<file path="config.mk">
export PLATFORM = sky130hd
export DESIGN_NAME = pts_path_trigger
export DESIGN_NICKNAME = d
export VERILOG_FILES = /design/src/design/pts_pkg.sv /design/src/design/pts_path_trigger.sv
export SDC_FILE = /design/constraint.sdc
export NUM_CORES = 1
export LEC_CHECK = 0
export BUFFER_PORTS_ARGS = -buffer_cell sky130_fd_sc_hd__buf_2
export CAP_MARGIN = 25
export CORE_MARGIN = 4
export CORE_UTILIZATION = 30
export CTS_BUF_LIST = sky130_fd_sc_hd__clkbuf_2 sky130_fd_sc_hd__clkbuf_4 sky130_fd_sc_hd__clkbuf_8
export DETAILED_ROUTE_END_ITERATION = 6
export GPL_TIMING_DRIVEN = 0
export PLACE_DENSITY = 0.49
export SLEW_MARGIN = 20
export SYNTH_ARGS = -nofsm -noshare
export SYNTH_HDL_FRONTEND = slang
export SYNTH_SLANG_ARGS = --single-unit
</file>
<file path="constraint.sdc">
create_clock -name mclk_i -period 3.1 [get_ports mclk_i]
set_clock_uncertainty 0.05 [all_clocks]
set_input_delay 0.465 -clock mclk_i [delete_from_list [all_inputs] [get_ports mclk_i]]
set_output_delay 0.465 -clock mclk_i [all_outputs]
set_load 0.05 [all_outputs]
</file>
<file path="src/design/pts_pkg.sv">
// Constants and types for the path trigger and soft limit block
package pts_pkg;
   localparam logic [6:0] PTS_IDX_TRIG = 7'h52;
   localparam logic [6:0] PTS_IDX_RISE = 7'h53;
   localparam logic [6:0] PTS_IDX_FALL = 7'h54;
   localparam logic [6:0] PTS_IDX_RET = 7'h55;
   localparam logic [6:0] PTS_IDX_FWD = 7'h56;
   localparam logic [6:0] PTS_IDX_REV = 7'h57;
   localparam logic [15:0] PTS_CMD_HOME = 16'h0000;
   localparam logic [15:0] PTS_CMD_PATH_MAX = 16'h003F;
   localparam logic [15:0] PTS_CMD_STOP = 16'h03E8;
   localparam logic [15:0] PTS_CMD_BAD_MAX = 16'h270F;
   localparam logic [15:0] PTS_ISSUED_OFS = 16'h2710;
   localparam logic [15:0] PTS_REACHED_OFS = 16'h4E20;
   localparam logic [3:0] PTS_EV_FIELD_MAX = 4'hD;
   localparam logic [5:0] PTS_EV_PATH_BASE = 6'h32;
   localparam logic [15:0] PTS_RET_MASK = 16'h0011;
   localparam int PTS_RET_P1_BIT = 0;
   localparam int PTS_RET_P2_BIT = 4;
   localparam logic [15:0] PTS_TRIG_RST = 16'h0000;
   localparam logic [15:0] PTS_RISE_RST = 16'h0000;
   localparam logic [15:0] PTS_FALL_RST = 16'h0000;
   localparam logic [15:0] PTS_RET_RST = 16'h0000;
   localparam logic [31:0] PTS_FWD_RST = 32'h7FFFFFFF;
   localparam logic [31:0] PTS_REV_RST = 32'h80000001;
   localparam logic [31:0] PTS_POS_FORBID = 32'h80000000;
   typedef enum logic [1:0] {
      PTS_PH_IDLE = 2'b00,
      PTS_PH_ISSUE = 2'b01,
      PTS_PH_MOVE = 2'b10,
      PTS_PH_REACH = 2'b11
   } pts_phase_type;
endpackage

</file>
<file path="src/design/pts_path_trigger.sv">
// Path trigger register, event dispatch, retention control and soft limits
`timescale 1ns/1ps
module pts_path_trigger #(
   parameter int POS_W = 32,
   parameter int EV_N = 4
) (
   input wire logic mclk_i,
   input wire logic srst_i,
   input wire logic par_wr_i,
   input wire logic par_rd_i,
   input wire logic [6:0] par_addr_i,
   input wire logic [31:0] par_wdata_i,
   output logic [31:0] par_rdata_o,
   output logic par_ack_o,
   output logic par_err_o,
   input wire logic [EV_N-1:0] event_input_i,
   input wire logic cmd_issued_i,
   input wire logic motion_done_i,
   input wire logic target_reached_output_i,
   input wire logic path_mode_i,
   input wire logic [POS_W-1:0] feedback_pos_i,
   input wire logic alarm_clear_i,
   output logic home_start_o,
   output logic path_start_o,
   output logic [5:0] path_num_o,
   output logic stop_o,
   output logic path1_volatile_o,
   output logic path2_volatile_o,
   output logic forward_overtravel_alarm_o,
   output logic reverse_overtravel_alarm_o
);
   // Elaboration check, the logic is written for these sizes only
   if (POS_W != 32 || EV_N != 4)
   begin
      $error("pts_path_trigger serves POS_W 32 and EV_N 4 only");
   end

   function automatic logic sgt(input logic [31:0] a, input logic [31:0] b);
      sgt = $signed(a) > $signed(b);
   endfunction

   function automatic logic sel_ok(input logic [15:0] v);
      sel_ok = (v[3:0] <= pts_pkg::PTS_EV_FIELD_MAX) && (v[7:4] <= pts_pkg::PTS_EV_FIELD_MAX)
         && (v[11:8] <= pts_pkg::PTS_EV_FIELD_MAX) && (v[15:12] <= pts_pkg::PTS_EV_FIELD_MAX);
   endfunction

   logic [15:0] cmd_reg, cmd_next;
   pts_pkg::pts_phase_type ph_reg, ph_next;
   logic [15:0] rise_reg, rise_next;
   logic [15:0] fall_reg, fall_next;
   logic [15:0] ret_reg, ret_next;
   logic [31:0] fwd_reg, fwd_next;
   logic [31:0] rev_reg, rev_next;
   logic [3:0] ev_prev_reg, ev_prev_next;
   logic [3:0] pend_reg, pend_next;
   logic [5:0] pend_path_reg [4];
   logic [5:0] pend_path_next [4];
   logic [31:0] pos_prev_reg, pos_prev_next;
   logic fwd_alm_reg, fwd_alm_next;
   logic rev_alm_reg, rev_alm_next;
   logic [31:0] rdata_reg, rdata_next;
   logic ack_reg, ack_next;
   logic err_reg, err_next;
   logic home_reg, home_next;
   logic pstart_reg, pstart_next;
   logic [5:0] pnum_reg, pnum_next;
   logic stop_reg, stop_next;

   logic wr_trig, trig_ok, host_trig;
   logic [3:0] ev_rise, ev_fall;
   logic fwd_hit, rev_hit;

   assign wr_trig = par_wr_i && (par_addr_i == pts_pkg::PTS_IDX_TRIG);
   assign trig_ok = (par_wdata_i[31:16] == 16'h0000)
      && ((par_wdata_i[15:0] <= pts_pkg::PTS_CMD_PATH_MAX)
      || (par_wdata_i[15:0] == pts_pkg::PTS_CMD_STOP));
   assign host_trig = wr_trig && trig_ok;
   assign ev_rise = event_input_i & ~ev_prev_reg;
   assign ev_fall = ~event_input_i & ev_prev_reg;
   assign fwd_hit = path_mode_i && sgt(feedback_pos_i, pos_prev_reg)
      && sgt(feedback_pos_i, fwd_reg);
   assign rev_hit = path_mode_i && sgt(pos_prev_reg, feedback_pos_i)
      && sgt(rev_reg, feedback_pos_i);

   always_comb
   begin
      logic [3:0] fld;
      logic found;
      fld = 4'h0;
      found = 1'b0;
      cmd_next = cmd_reg;
      ph_next = ph_reg;
      rise_next = rise_reg;
      fall_next = fall_reg;
      ret_next = ret_reg;
      fwd_next = fwd_reg;
      rev_next = rev_reg;
      ev_prev_next = event_input_i;
      pend_next = pend_reg;
      pend_path_next = pend_path_reg;
      pos_prev_next = feedback_pos_i;
      rdata_next = rdata_reg;
      ack_next = par_wr_i || par_rd_i;
      err_next = 1'b0;
      home_next = 1'b0;
      pstart_next = 1'b0;
      pnum_next = pnum_reg;
      stop_next = 1'b0;
      // Command progress
      case (ph_reg)
         pts_pkg::PTS_PH_ISSUE:
         begin
            if (cmd_issued_i)
            begin
               ph_next = pts_pkg::PTS_PH_MOVE;
            end
         end
         pts_pkg::PTS_PH_MOVE:
         begin
            if (target_reached_output_i && motion_done_i)
            begin
               ph_next = pts_pkg::PTS_PH_REACH;
            end
         end
         default:
         begin
            ph_next = ph_reg;
         end
      endcase
      // Dispatch of one pending event launch, host trigger takes precedence
      for (int i = 0; i < 4; i++)
      begin
         if (!host_trig && !found && pend_reg[i])
         begin
            found = 1'b1;
            pend_next[i] = 1'b0;
            pstart_next = 1'b1;
            pnum_next = pend_path_reg[i];
            cmd_next = {10'h000, pend_path_reg[i]};
            ph_next = pts_pkg::PTS_PH_ISSUE;
         end
      end
      // Edge capture, a new launch overrides the clear of its slot
      for (int i = 0; i < 4; i++)
      begin
         fld = 4'h0;
         if (ev_rise[i])
         begin
            fld = rise_reg[4*i +: 4];
         end
         else if (ev_fall[i])
         begin
            fld = fall_reg[4*i +: 4];
         end
         if (fld != 4'h0)
         begin
            pend_next[i] = 1'b1;
            pend_path_next[i] = pts_pkg::PTS_EV_PATH_BASE + {2'b00, fld};
         end
      end
      // Host trigger
      if (host_trig)
      begin
         cmd_next = par_wdata_i[15:0];
         ph_next = pts_pkg::PTS_PH_ISSUE;
         if (par_wdata_i[15:0] == pts_pkg::PTS_CMD_HOME)
         begin
            home_next = 1'b1;
         end
         else if (par_wdata_i[15:0] == pts_pkg::PTS_CMD_STOP)
         begin
            stop_next = 1'b1;
         end
         else
         begin
            pstart_next = 1'b1;
            pnum_next = par_wdata_i[5:0];
         end
      end
      // Parameter writes
      if (par_wr_i)
      begin
         if (par_addr_i == pts_pkg::PTS_IDX_TRIG)
         begin
            err_next = !trig_ok;
         end
         else if (par_addr_i == pts_pkg::PTS_IDX_RISE)
         begin
            if (par_wdata_i[31:16] == 16'h0000 && sel_ok(par_wdata_i[15:0]))
            begin
               rise_next = par_wdata_i[15:0];
            end
            else
            begin
               err_next = 1'b1;
            end
         end
         else if (par_addr_i == pts_pkg::PTS_IDX_FALL)
         begin
            if (par_wdata_i[31:16] == 16'h0000 && sel_ok(par_wdata_i[15:0]))
            begin
               fall_next = par_wdata_i[15:0];
            end
            else
            begin
               err_next = 1'b1;
            end
         end
         else if (par_addr_i == pts_pkg::PTS_IDX_RET)
         begin
            ret_next = par_wdata_i[15:0] & pts_pkg::PTS_RET_MASK;
         end
         else if (par_addr_i == pts_pkg::PTS_IDX_FWD)
         begin
            if (par_wdata_i != pts_pkg::PTS_POS_FORBID)
            begin
               fwd_next = par_wdata_i;
            end
            else
            begin
               err_next = 1'b1;
            end
         end
         else if (par_addr_i == pts_pkg::PTS_IDX_REV)
         begin
            if (par_wdata_i != pts_pkg::PTS_POS_FORBID)
            begin
               rev_next = par_wdata_i;
            end
            else
            begin
               err_next = 1'b1;
            end
         end
         else
         begin
            err_next = 1'b1;
         end
      end
      // Parameter reads
      if (par_rd_i)
      begin
         if (par_addr_i == pts_pkg::PTS_IDX_TRIG)
         begin
            case (ph_reg)
               pts_pkg::PTS_PH_MOVE:
               begin
                  rdata_next = {16'h0000, cmd_reg + pts_pkg::PTS_ISSUED_OFS};
               end
               pts_pkg::PTS_PH_REACH:
               begin
                  rdata_next = {16'h0000, cmd_reg + pts_pkg::PTS_REACHED_OFS};
               end
               default:
               begin
                  rdata_next = {16'h0000, cmd_reg};
               end
            endcase
         end
         else if (par_addr_i == pts_pkg::PTS_IDX_RISE)
         begin
            rdata_next = {16'h0000, rise_reg};
         end
         else if (par_addr_i == pts_pkg::PTS_IDX_FALL)
         begin
            rdata_next = {16'h0000, fall_reg};
         end
         else if (par_addr_i == pts_pkg::PTS_IDX_RET)
         begin
            rdata_next = {16'h0000, ret_reg};
         end
         else if (par_addr_i == pts_pkg::PTS_IDX_FWD)
         begin
            rdata_next = fwd_reg;
         end
         else if (par_addr_i == pts_pkg::PTS_IDX_REV)
         begin
            rdata_next = rev_reg;
         end
         else
         begin
            rdata_next = 32'h00000000;
            err_next = 1'b1;
         end
      end
      // Sticky alarms, a new hit wins over the clear
      fwd_alm_next = fwd_hit || (fwd_alm_reg && !alarm_clear_i);
      rev_alm_next = rev_hit || (rev_alm_reg && !alarm_clear_i);
   end

   always_ff @(posedge mclk_i)
   begin
      if (srst_i)
      begin
         cmd_reg <= pts_pkg::PTS_TRIG_RST;
         ph_reg <= pts_pkg::PTS_PH_IDLE;
         rise_reg <= pts_pkg::PTS_RISE_RST;
         fall_reg <= pts_pkg::PTS_FALL_RST;
         ret_reg <= pts_pkg::PTS_RET_RST;
         fwd_reg <= pts_pkg::PTS_FWD_RST;
         rev_reg <= pts_pkg::PTS_REV_RST;
         ev_prev_reg <= 4'h0;
         pend_reg <= 4'h0;
         pend_path_reg <= '{default: 6'h00};
         pos_prev_reg <= 32'h00000000;
         fwd_alm_reg <= 1'b0;
         rev_alm_reg <= 1'b0;
         rdata_reg <= 32'h00000000;
         ack_reg <= 1'b0;
         err_reg <= 1'b0;
         home_reg <= 1'b0;
         pstart_reg <= 1'b0;
         pnum_reg <= 6'h00;
         stop_reg <= 1'b0;
      end
      else
      begin
         cmd_reg <= cmd_next;
         ph_reg <= ph_next;
         rise_reg <= rise_next;
         fall_reg <= fall_next;
         ret_reg <= ret_next;
         fwd_reg <= fwd_next;
         rev_reg <= rev_next;
         ev_prev_reg <= ev_prev_next;
         pend_reg <= pend_next;
         pend_path_reg <= pend_path_next;
         pos_prev_reg <= pos_prev_next;
         fwd_alm_reg <= fwd_alm_next;
         rev_alm_reg <= rev_alm_next;
         rdata_reg <= rdata_next;
         ack_reg <= ack_next;
         err_reg <= err_next;
         home_reg <= home_next;
         pstart_reg <= pstart_next;
         pnum_reg <= pnum_next;
         stop_reg <= stop_next;
      end
   end

   assign par_rdata_o = rdata_reg;
   assign par_ack_o = ack_reg;
   assign par_err_o = err_reg;
   assign home_start_o = home_reg;
   assign path_start_o = pstart_reg;
   assign path_num_o = pnum_reg;
   assign stop_o = stop_reg;
   assign path1_volatile_o = ret_reg[pts_pkg::PTS_RET_P1_BIT];
   assign path2_volatile_o = ret_reg[pts_pkg::PTS_RET_P2_BIT];
   assign forward_overtravel_alarm_o = fwd_alm_reg;
   assign reverse_overtravel_alarm_o = rev_alm_reg;

   AST_HOME: assert property (@(posedge mclk_i) disable iff (srst_i)
      host_trig && par_wdata_i[15:0] == 16'h0000 |=> home_start_o && !path_start_o)
      else $error("homing not started");
   AST_PATH: assert property (@(posedge mclk_i) disable iff (srst_i)
      host_trig && par_wdata_i[15:0] != 16'h0000 && par_wdata_i[15:0] <= 16'h003F
      |=> path_start_o && path_num_o == $past(par_wdata_i[5:0]))
      else $error("path not started with written number");
   AST_REFUSE: assert property (@(posedge mclk_i) disable iff (srst_i)
      wr_trig && par_wdata_i >= 32'h00000040 && par_wdata_i <= 32'h0000270F
      && par_wdata_i != 32'h000003E8 && !pend_reg[0] && !pend_reg[1] && !pend_reg[2]
      && !pend_reg[3] |=> par_err_o && $stable(cmd_reg) && !path_start_o)
      else $error("out of range trigger not refused");
   AST_STOP: assert property (@(posedge mclk_i) disable iff (srst_i)
      host_trig && par_wdata_i[15:0] == 16'h03E8 |=> stop_o && cmd_reg == 16'h03E8)
      else $error("stop not issued");
   AST_RD_ISSUE: assert property (@(posedge mclk_i) disable iff (srst_i)
      par_rd_i && par_addr_i == pts_pkg::PTS_IDX_TRIG && ph_reg == pts_pkg::PTS_PH_ISSUE
      |=> par_rdata_o == {16'h0000, $past(cmd_reg)})
      else $error("issuing read not original command");
   AST_RD_MOVE: assert property (@(posedge mclk_i) disable iff (srst_i)
      par_rd_i && par_addr_i == pts_pkg::PTS_IDX_TRIG && ph_reg == pts_pkg::PTS_PH_MOVE
      |=> par_rdata_o == 32'h00002710 + {16'h0000, $past(cmd_reg)})
      else $error("moving read not plus 10000");
   AST_RD_REACH: assert property (@(posedge mclk_i) disable iff (srst_i)
      ph_reg == pts_pkg::PTS_PH_MOVE && target_reached_output_i && motion_done_i
      && !host_trig && pend_reg == 4'h0 && par_rd_i == 1'b0
      ##1 par_rd_i && par_addr_i == pts_pkg::PTS_IDX_TRIG
      |=> par_rdata_o == 32'h00004E20 + {16'h0000, $past(cmd_reg)})
      else $error("reached read not plus 20000");
   AST_EV_NONE: assert property (@(posedge mclk_i) disable iff (srst_i)
      ev_rise[1] && rise_reg[7:4] == 4'h0 && pend_reg == 4'h0 && !host_trig
      |=> !path_start_o ##1 !path_start_o)
      else $error("zero field launched a path");
   AST_EV_RUN: assert property (@(posedge mclk_i) disable iff (srst_i)
      ev_rise[2] && rise_reg[11:8] != 4'h0 && pend_reg == 4'h0 && !host_trig && !wr_trig
      ##1 !host_trig |=> path_start_o && path_num_o == 6'h32 + {2'b00, $past(rise_reg[11:8], 2)})
      else $error("rising event path wrong");
   AST_EV_OFF: assert property (@(posedge mclk_i) disable iff (srst_i)
      ev_fall[3] && fall_reg[15:12] != 4'h0 && pend_reg == 4'h0 && !host_trig && !wr_trig
      ##1 !host_trig |=> path_start_o && path_num_o == 6'h32 + {2'b00, $past(fall_reg[15:12], 2)})
      else $error("falling event path wrong");
   AST_FWD: assert property (@(posedge mclk_i) disable iff (srst_i)
      path_mode_i && $signed(feedback_pos_i) > $signed(pos_prev_reg)
      && $signed(feedback_pos_i) > $signed(fwd_reg) |=> forward_overtravel_alarm_o)
      else $error("forward alarm missing");
   AST_REV: assert property (@(posedge mclk_i) disable iff (srst_i)
      !path_mode_i && !reverse_overtravel_alarm_o |=> !reverse_overtravel_alarm_o)
      else $error("reverse alarm outside path mode");
endmodule

</file>
==> impl_summary.log <==
[metrics] count of input and output buffers: 120
[metrics] Yosys warning count: 0
[metrics] total congestion overflow: 0
[metrics] number of placed instances with taps included: 2043
[metrics] Worst Setup Slack, final: 292 ps
[metrics] CTS tree: yes
[metrics] power per standard cell area: 476 nW/um^2
[metrics] maximum clock path buffer count: 3
[metrics] static leakage: 6.22 nW
[metrics] post-cts hold buffer count: 0
[metrics] most area-consuming cells after synthesis: sky130_fd_sc_hd__dfxtp_1 38%, sky130_fd_sc_hd__ha_1 11%, sky130_fd_sc_hd__mux2i_1 7.8%
[metrics] number of nets in the finished design: 1760
[metrics] pin count of the biggest net entering global routing: 12
[metrics] CTS buffer count: 43
[metrics] final critical path time including I/O delays and setup: 2810 ps
[metrics] via count of the first global-routing pass: 10900
[metrics] later-pin clock latency in the skew report: 620 ps
[metrics] leading cell types by count after synthesis: 225 x sky130_fd_sc_hd__dfxtp_1, 185 x sky130_fd_sc_hd__nor2_1, 137 x sky130_fd_sc_hd__nand2_1, 123 x sky130_fd_sc_hd__a21oi_1, 106 x sky130_fd_sc_hd__ha_1
[metrics] final estimated routing congestion in global placement: 0.902
[metrics] chip height: 207 microns
[metrics] Initial Util: 30.5%
[metrics] initial DRC count: 834
[metrics] detailed-route vias per instance: 5.21
[metrics] count of pins over their slew limit: 0
[metrics] share of async-settable or async-resettable flops after synthesis: 0%
[metrics] Setup TNS: 0 ps
[metrics] number of library cell types mapped by synthesis: 64
[metrics] drt drc: 0
[metrics] sequential fraction of the synthesis area: 37.9%
[metrics] post-synthesis cell count: 1405
[metrics] worst flop-to-flop path startpoint: cmd_reg[5]
[metrics] Post-Synthesis Mean Instance Area: 8.45 sq um
[metrics] post-route cell area: 14000 sq um
[metrics] top cell type's share of synthesized area: 37.9%
[metrics] netlist area before placement: 11900 sq um
[metrics] slew of the pin with the lowest slew margin: 933 ps
[metrics] top fanout value on the critical path: 10
[metrics] total wirelength of the detailed-routed design: 44.5 mm
[metrics] max-cap viol count: 0
[metrics] worst max-slew margin expressed relative to the limit: 37.8%
[metrics] tightest hold margin: 69.1 ps
[metrics] Die Footprint: 42800 sq um
[metrics] area leader, netlist: sky130_fd_sc_hd__dfxtp_1
[metrics] drt first pass iters: 5
[metrics] area added between synthesis and finish: 18.3%
[metrics] overall power after layout: 6.68 mW
[metrics] non-filler cells in the finished layout: 2117
[metrics] number of rows created at floorplan: 72
[metrics] Via Count: 11000
[metrics] Wirelength per Cell: 21.0 microns
[metrics] number of endpoints failing setup at the final stage: 0
[metrics] slack of the worst reg-to-reg path: 570 ps
[metrics] placed cell area: 13100 sq um
[metrics] Ports: 131
[metrics] Post-synth EDFFs: 0
[metrics] Hold Vio Cnt, Final: 0
[metrics] CTS Root Cell: sky130_fd_sc_hd__clkbuf_8
[metrics] fraction of layout instances using a drive strength above 1: 13.7%
[metrics] data required time at the worst endpoint: 3480 ps
[metrics] FF-to-FF End: par_rdata_o[11]
[metrics] final period utilization: 90.6%
[metrics] Post-DRT Antenna Nets: 0
[metrics] CP Launch Type: input port
[metrics] Worst setup startpoint: par_wdata_i[13]
[metrics] fill cell instance count of the final layout: 4180
[metrics] global-route wire length before repair: 66.7 mm
[metrics] register bit total from synthesis: 225
[metrics] Critical Path Sink Type: flop
[metrics] Detail Placement HPWL: 34.2 mm
[metrics] net count after synthesis: 1595
[metrics] setup repair after global routing missed its margin: false
[metrics] placeable core region: 38900 sq um
[metrics] initial antenna violation count: 5
[metrics] Worst Hold Class: input port to flop
[metrics] maximum clock frequency: 356 MHz
[metrics] Critical Setup Path Class: input port to flop
[metrics] clock net sink count: 225
[metrics] worst-case reg-to-reg path depth: 7
[metrics] Tot GR Track Use: 20.6%
[metrics] arrival time at the worst endpoint: 3180 ps
[metrics] flip-flop cell with the highest count after synthesis: sky130_fd_sc_hd__dfxtp_1
[metrics] worst setup path endpoint: fwd_reg[1]
[metrics] VDD IR-drop max: 259 uV
[metrics] status: complete, no violations
[metrics] clock-pin slew on the worst setup and hold paths: 60 ps
[metrics] Chip Width: 207 microns
[metrics] pre-CTS setup slack: -266 ps
[metrics] final core utilization: 36.1%
[metrics] launch instance of the worst min-delay path: event_input_i[2]
[metrics] H-tree Lvls: 2
[metrics] most instantiated library cell after synthesis: sky130_fd_sc_hd__dfxtp_1
[what timing repair did]
item / CTS / global route
buffers inserted: 0 / 0
endpoints found under the setup margin: 0 / 1
resized for setup: 0 / 1
[placed cells by master, fill, tap and decap left out, types with 12 or more instances in the layout]
| cell type | netlist | routed |
|---|---|---|
| sky130_fd_sc_hd__o211ai_1 | 47 | 47 |
| sky130_fd_sc_hd__a21oi_1 | 123 | 123 |
| sky130_fd_sc_hd__nor2b_1 | 18 | 18 |
| sky130_fd_sc_hd__a22oi_1 | 14 | 14 |
| sky130_fd_sc_hd__clkbuf_1 | 71 | 71 |
| sky130_fd_sc_hd__buf_2 | 7 | 127 |
| sky130_fd_sc_hd__mux2i_1 | 93 | 93 |
| sky130_fd_sc_hd__nor2_1 | 185 | 185 |
| sky130_fd_sc_hd__nand4_1 | 19 | 19 |
| sky130_fd_sc_hd__ha_1 | 106 | 106 |
| sky130_fd_sc_hd__a22o_1 | 14 | 14 |
| sky130_fd_sc_hd__nor3_1 | 16 | 16 |
| sky130_fd_sc_hd__inv_1 | 90 | 90 |
| sky130_fd_sc_hd__o21ai_0 | 30 | 30 |
| sky130_fd_sc_hd__nand2_1 | 137 | 137 |
| sky130_fd_sc_hd__a31oi_1 | 12 | 12 |
| sky130_fd_sc_hd__dfxtp_1 | 225 | 225 |
| sky130_fd_sc_hd__nand3_1 | 31 | 31 |
| sky130_fd_sc_hd__a21o_1 | 15 | 15 |
| sky130_fd_sc_hd__clkbuf_8 | 0 | 54 |
[per-layer routing]
metal  wire length [microns]  GRT usage [%]  part of all wire, %
met1                   20200           27.4                   45
met2                   19800           32.5                   45
met3                    3140           5.84                  7.1
met4                    1230           6.30                  2.8
met5                      54              0                 0.12
[power breakdown]
| part | leakage (nW) | internal (mW) | switching, mW |
|---|---|---|---|
| sequential | 1.83 | 2.93 | 0.0146 |
| clock | 0.482 | 1.83 | 1.35 |
| combinational | 3.91 | 0.167 | 0.386 |
[worst min-delay path by stage]
stage                                  to  slack [ps]  depth (start not counted)
2_1_floorplan           pend_path_reg[18]         380                          2
5_1_grt                    ev_prev_reg[2]          60                          2
6_report                   ev_prev_reg[2]          70                          2
3_3_place_gp   reverse_overtravel_alarm_o         390                          2
4_1_cts                    ev_prev_reg[2]          30                          2
3_5_place_dp   reverse_overtravel_alarm_o         400                          2
[layout make-up]
type | instances | area (sq um) | area share (%)
Timing Repair Buffer | 120 | 601 | 4.28
Sequential cell | 225 | 4500 | 32.1
Multi-Input combinational cell | 1005 | 6710 | 47.7
Antenna cell | 2 | 5.00 | 0.0356
Buffer | 84 | 328 | 2.33
Inverter | 91 | 342 | 2.43
Clock inverter | 9 | 101 | 0.722
Tap cell | 518 | 648 | 4.61
Clock buffer | 63 | 811 | 5.77
[cell families (layout without fill, tap and decap cells)]
| group | Yosys count | in the layout | synth area share (%) |
|---|---|---|---|
| flops | 225 | 225 | 37.9 |
| xor+xnor | 10 | 10 | 0.738 |
| simple gates | 463 | 463 | 17.9 |
| fa+ha+maj | 106 | 106 | 11.2 |
| compound gates | 328 | 328 | 18.1 |
| buf+inv | 175 | 367 | 5.64 |
| other cells | 0 | 2 | 0 |
| mux | 98 | 98 | 8.50 |
[critical path, stage by stage]
cell and delay [ps]:
sky130_fd_sc_hd__buf_2 170, sky130_fd_sc_hd__or4_4 560, sky130_fd_sc_hd__nor3_4 280, sky130_fd_sc_hd__nand4_1 320
sky130_fd_sc_hd__o31ai_1 480, sky130_fd_sc_hd__nor3b_1 90, sky130_fd_sc_hd__clkbuf_1 260, sky130_fd_sc_hd__clkbuf_1 320
sky130_fd_sc_hd__nand2_1 140, sky130_fd_sc_hd__o211ai_1 100
No activity file was read; power rests on OpenSTA's default activity.
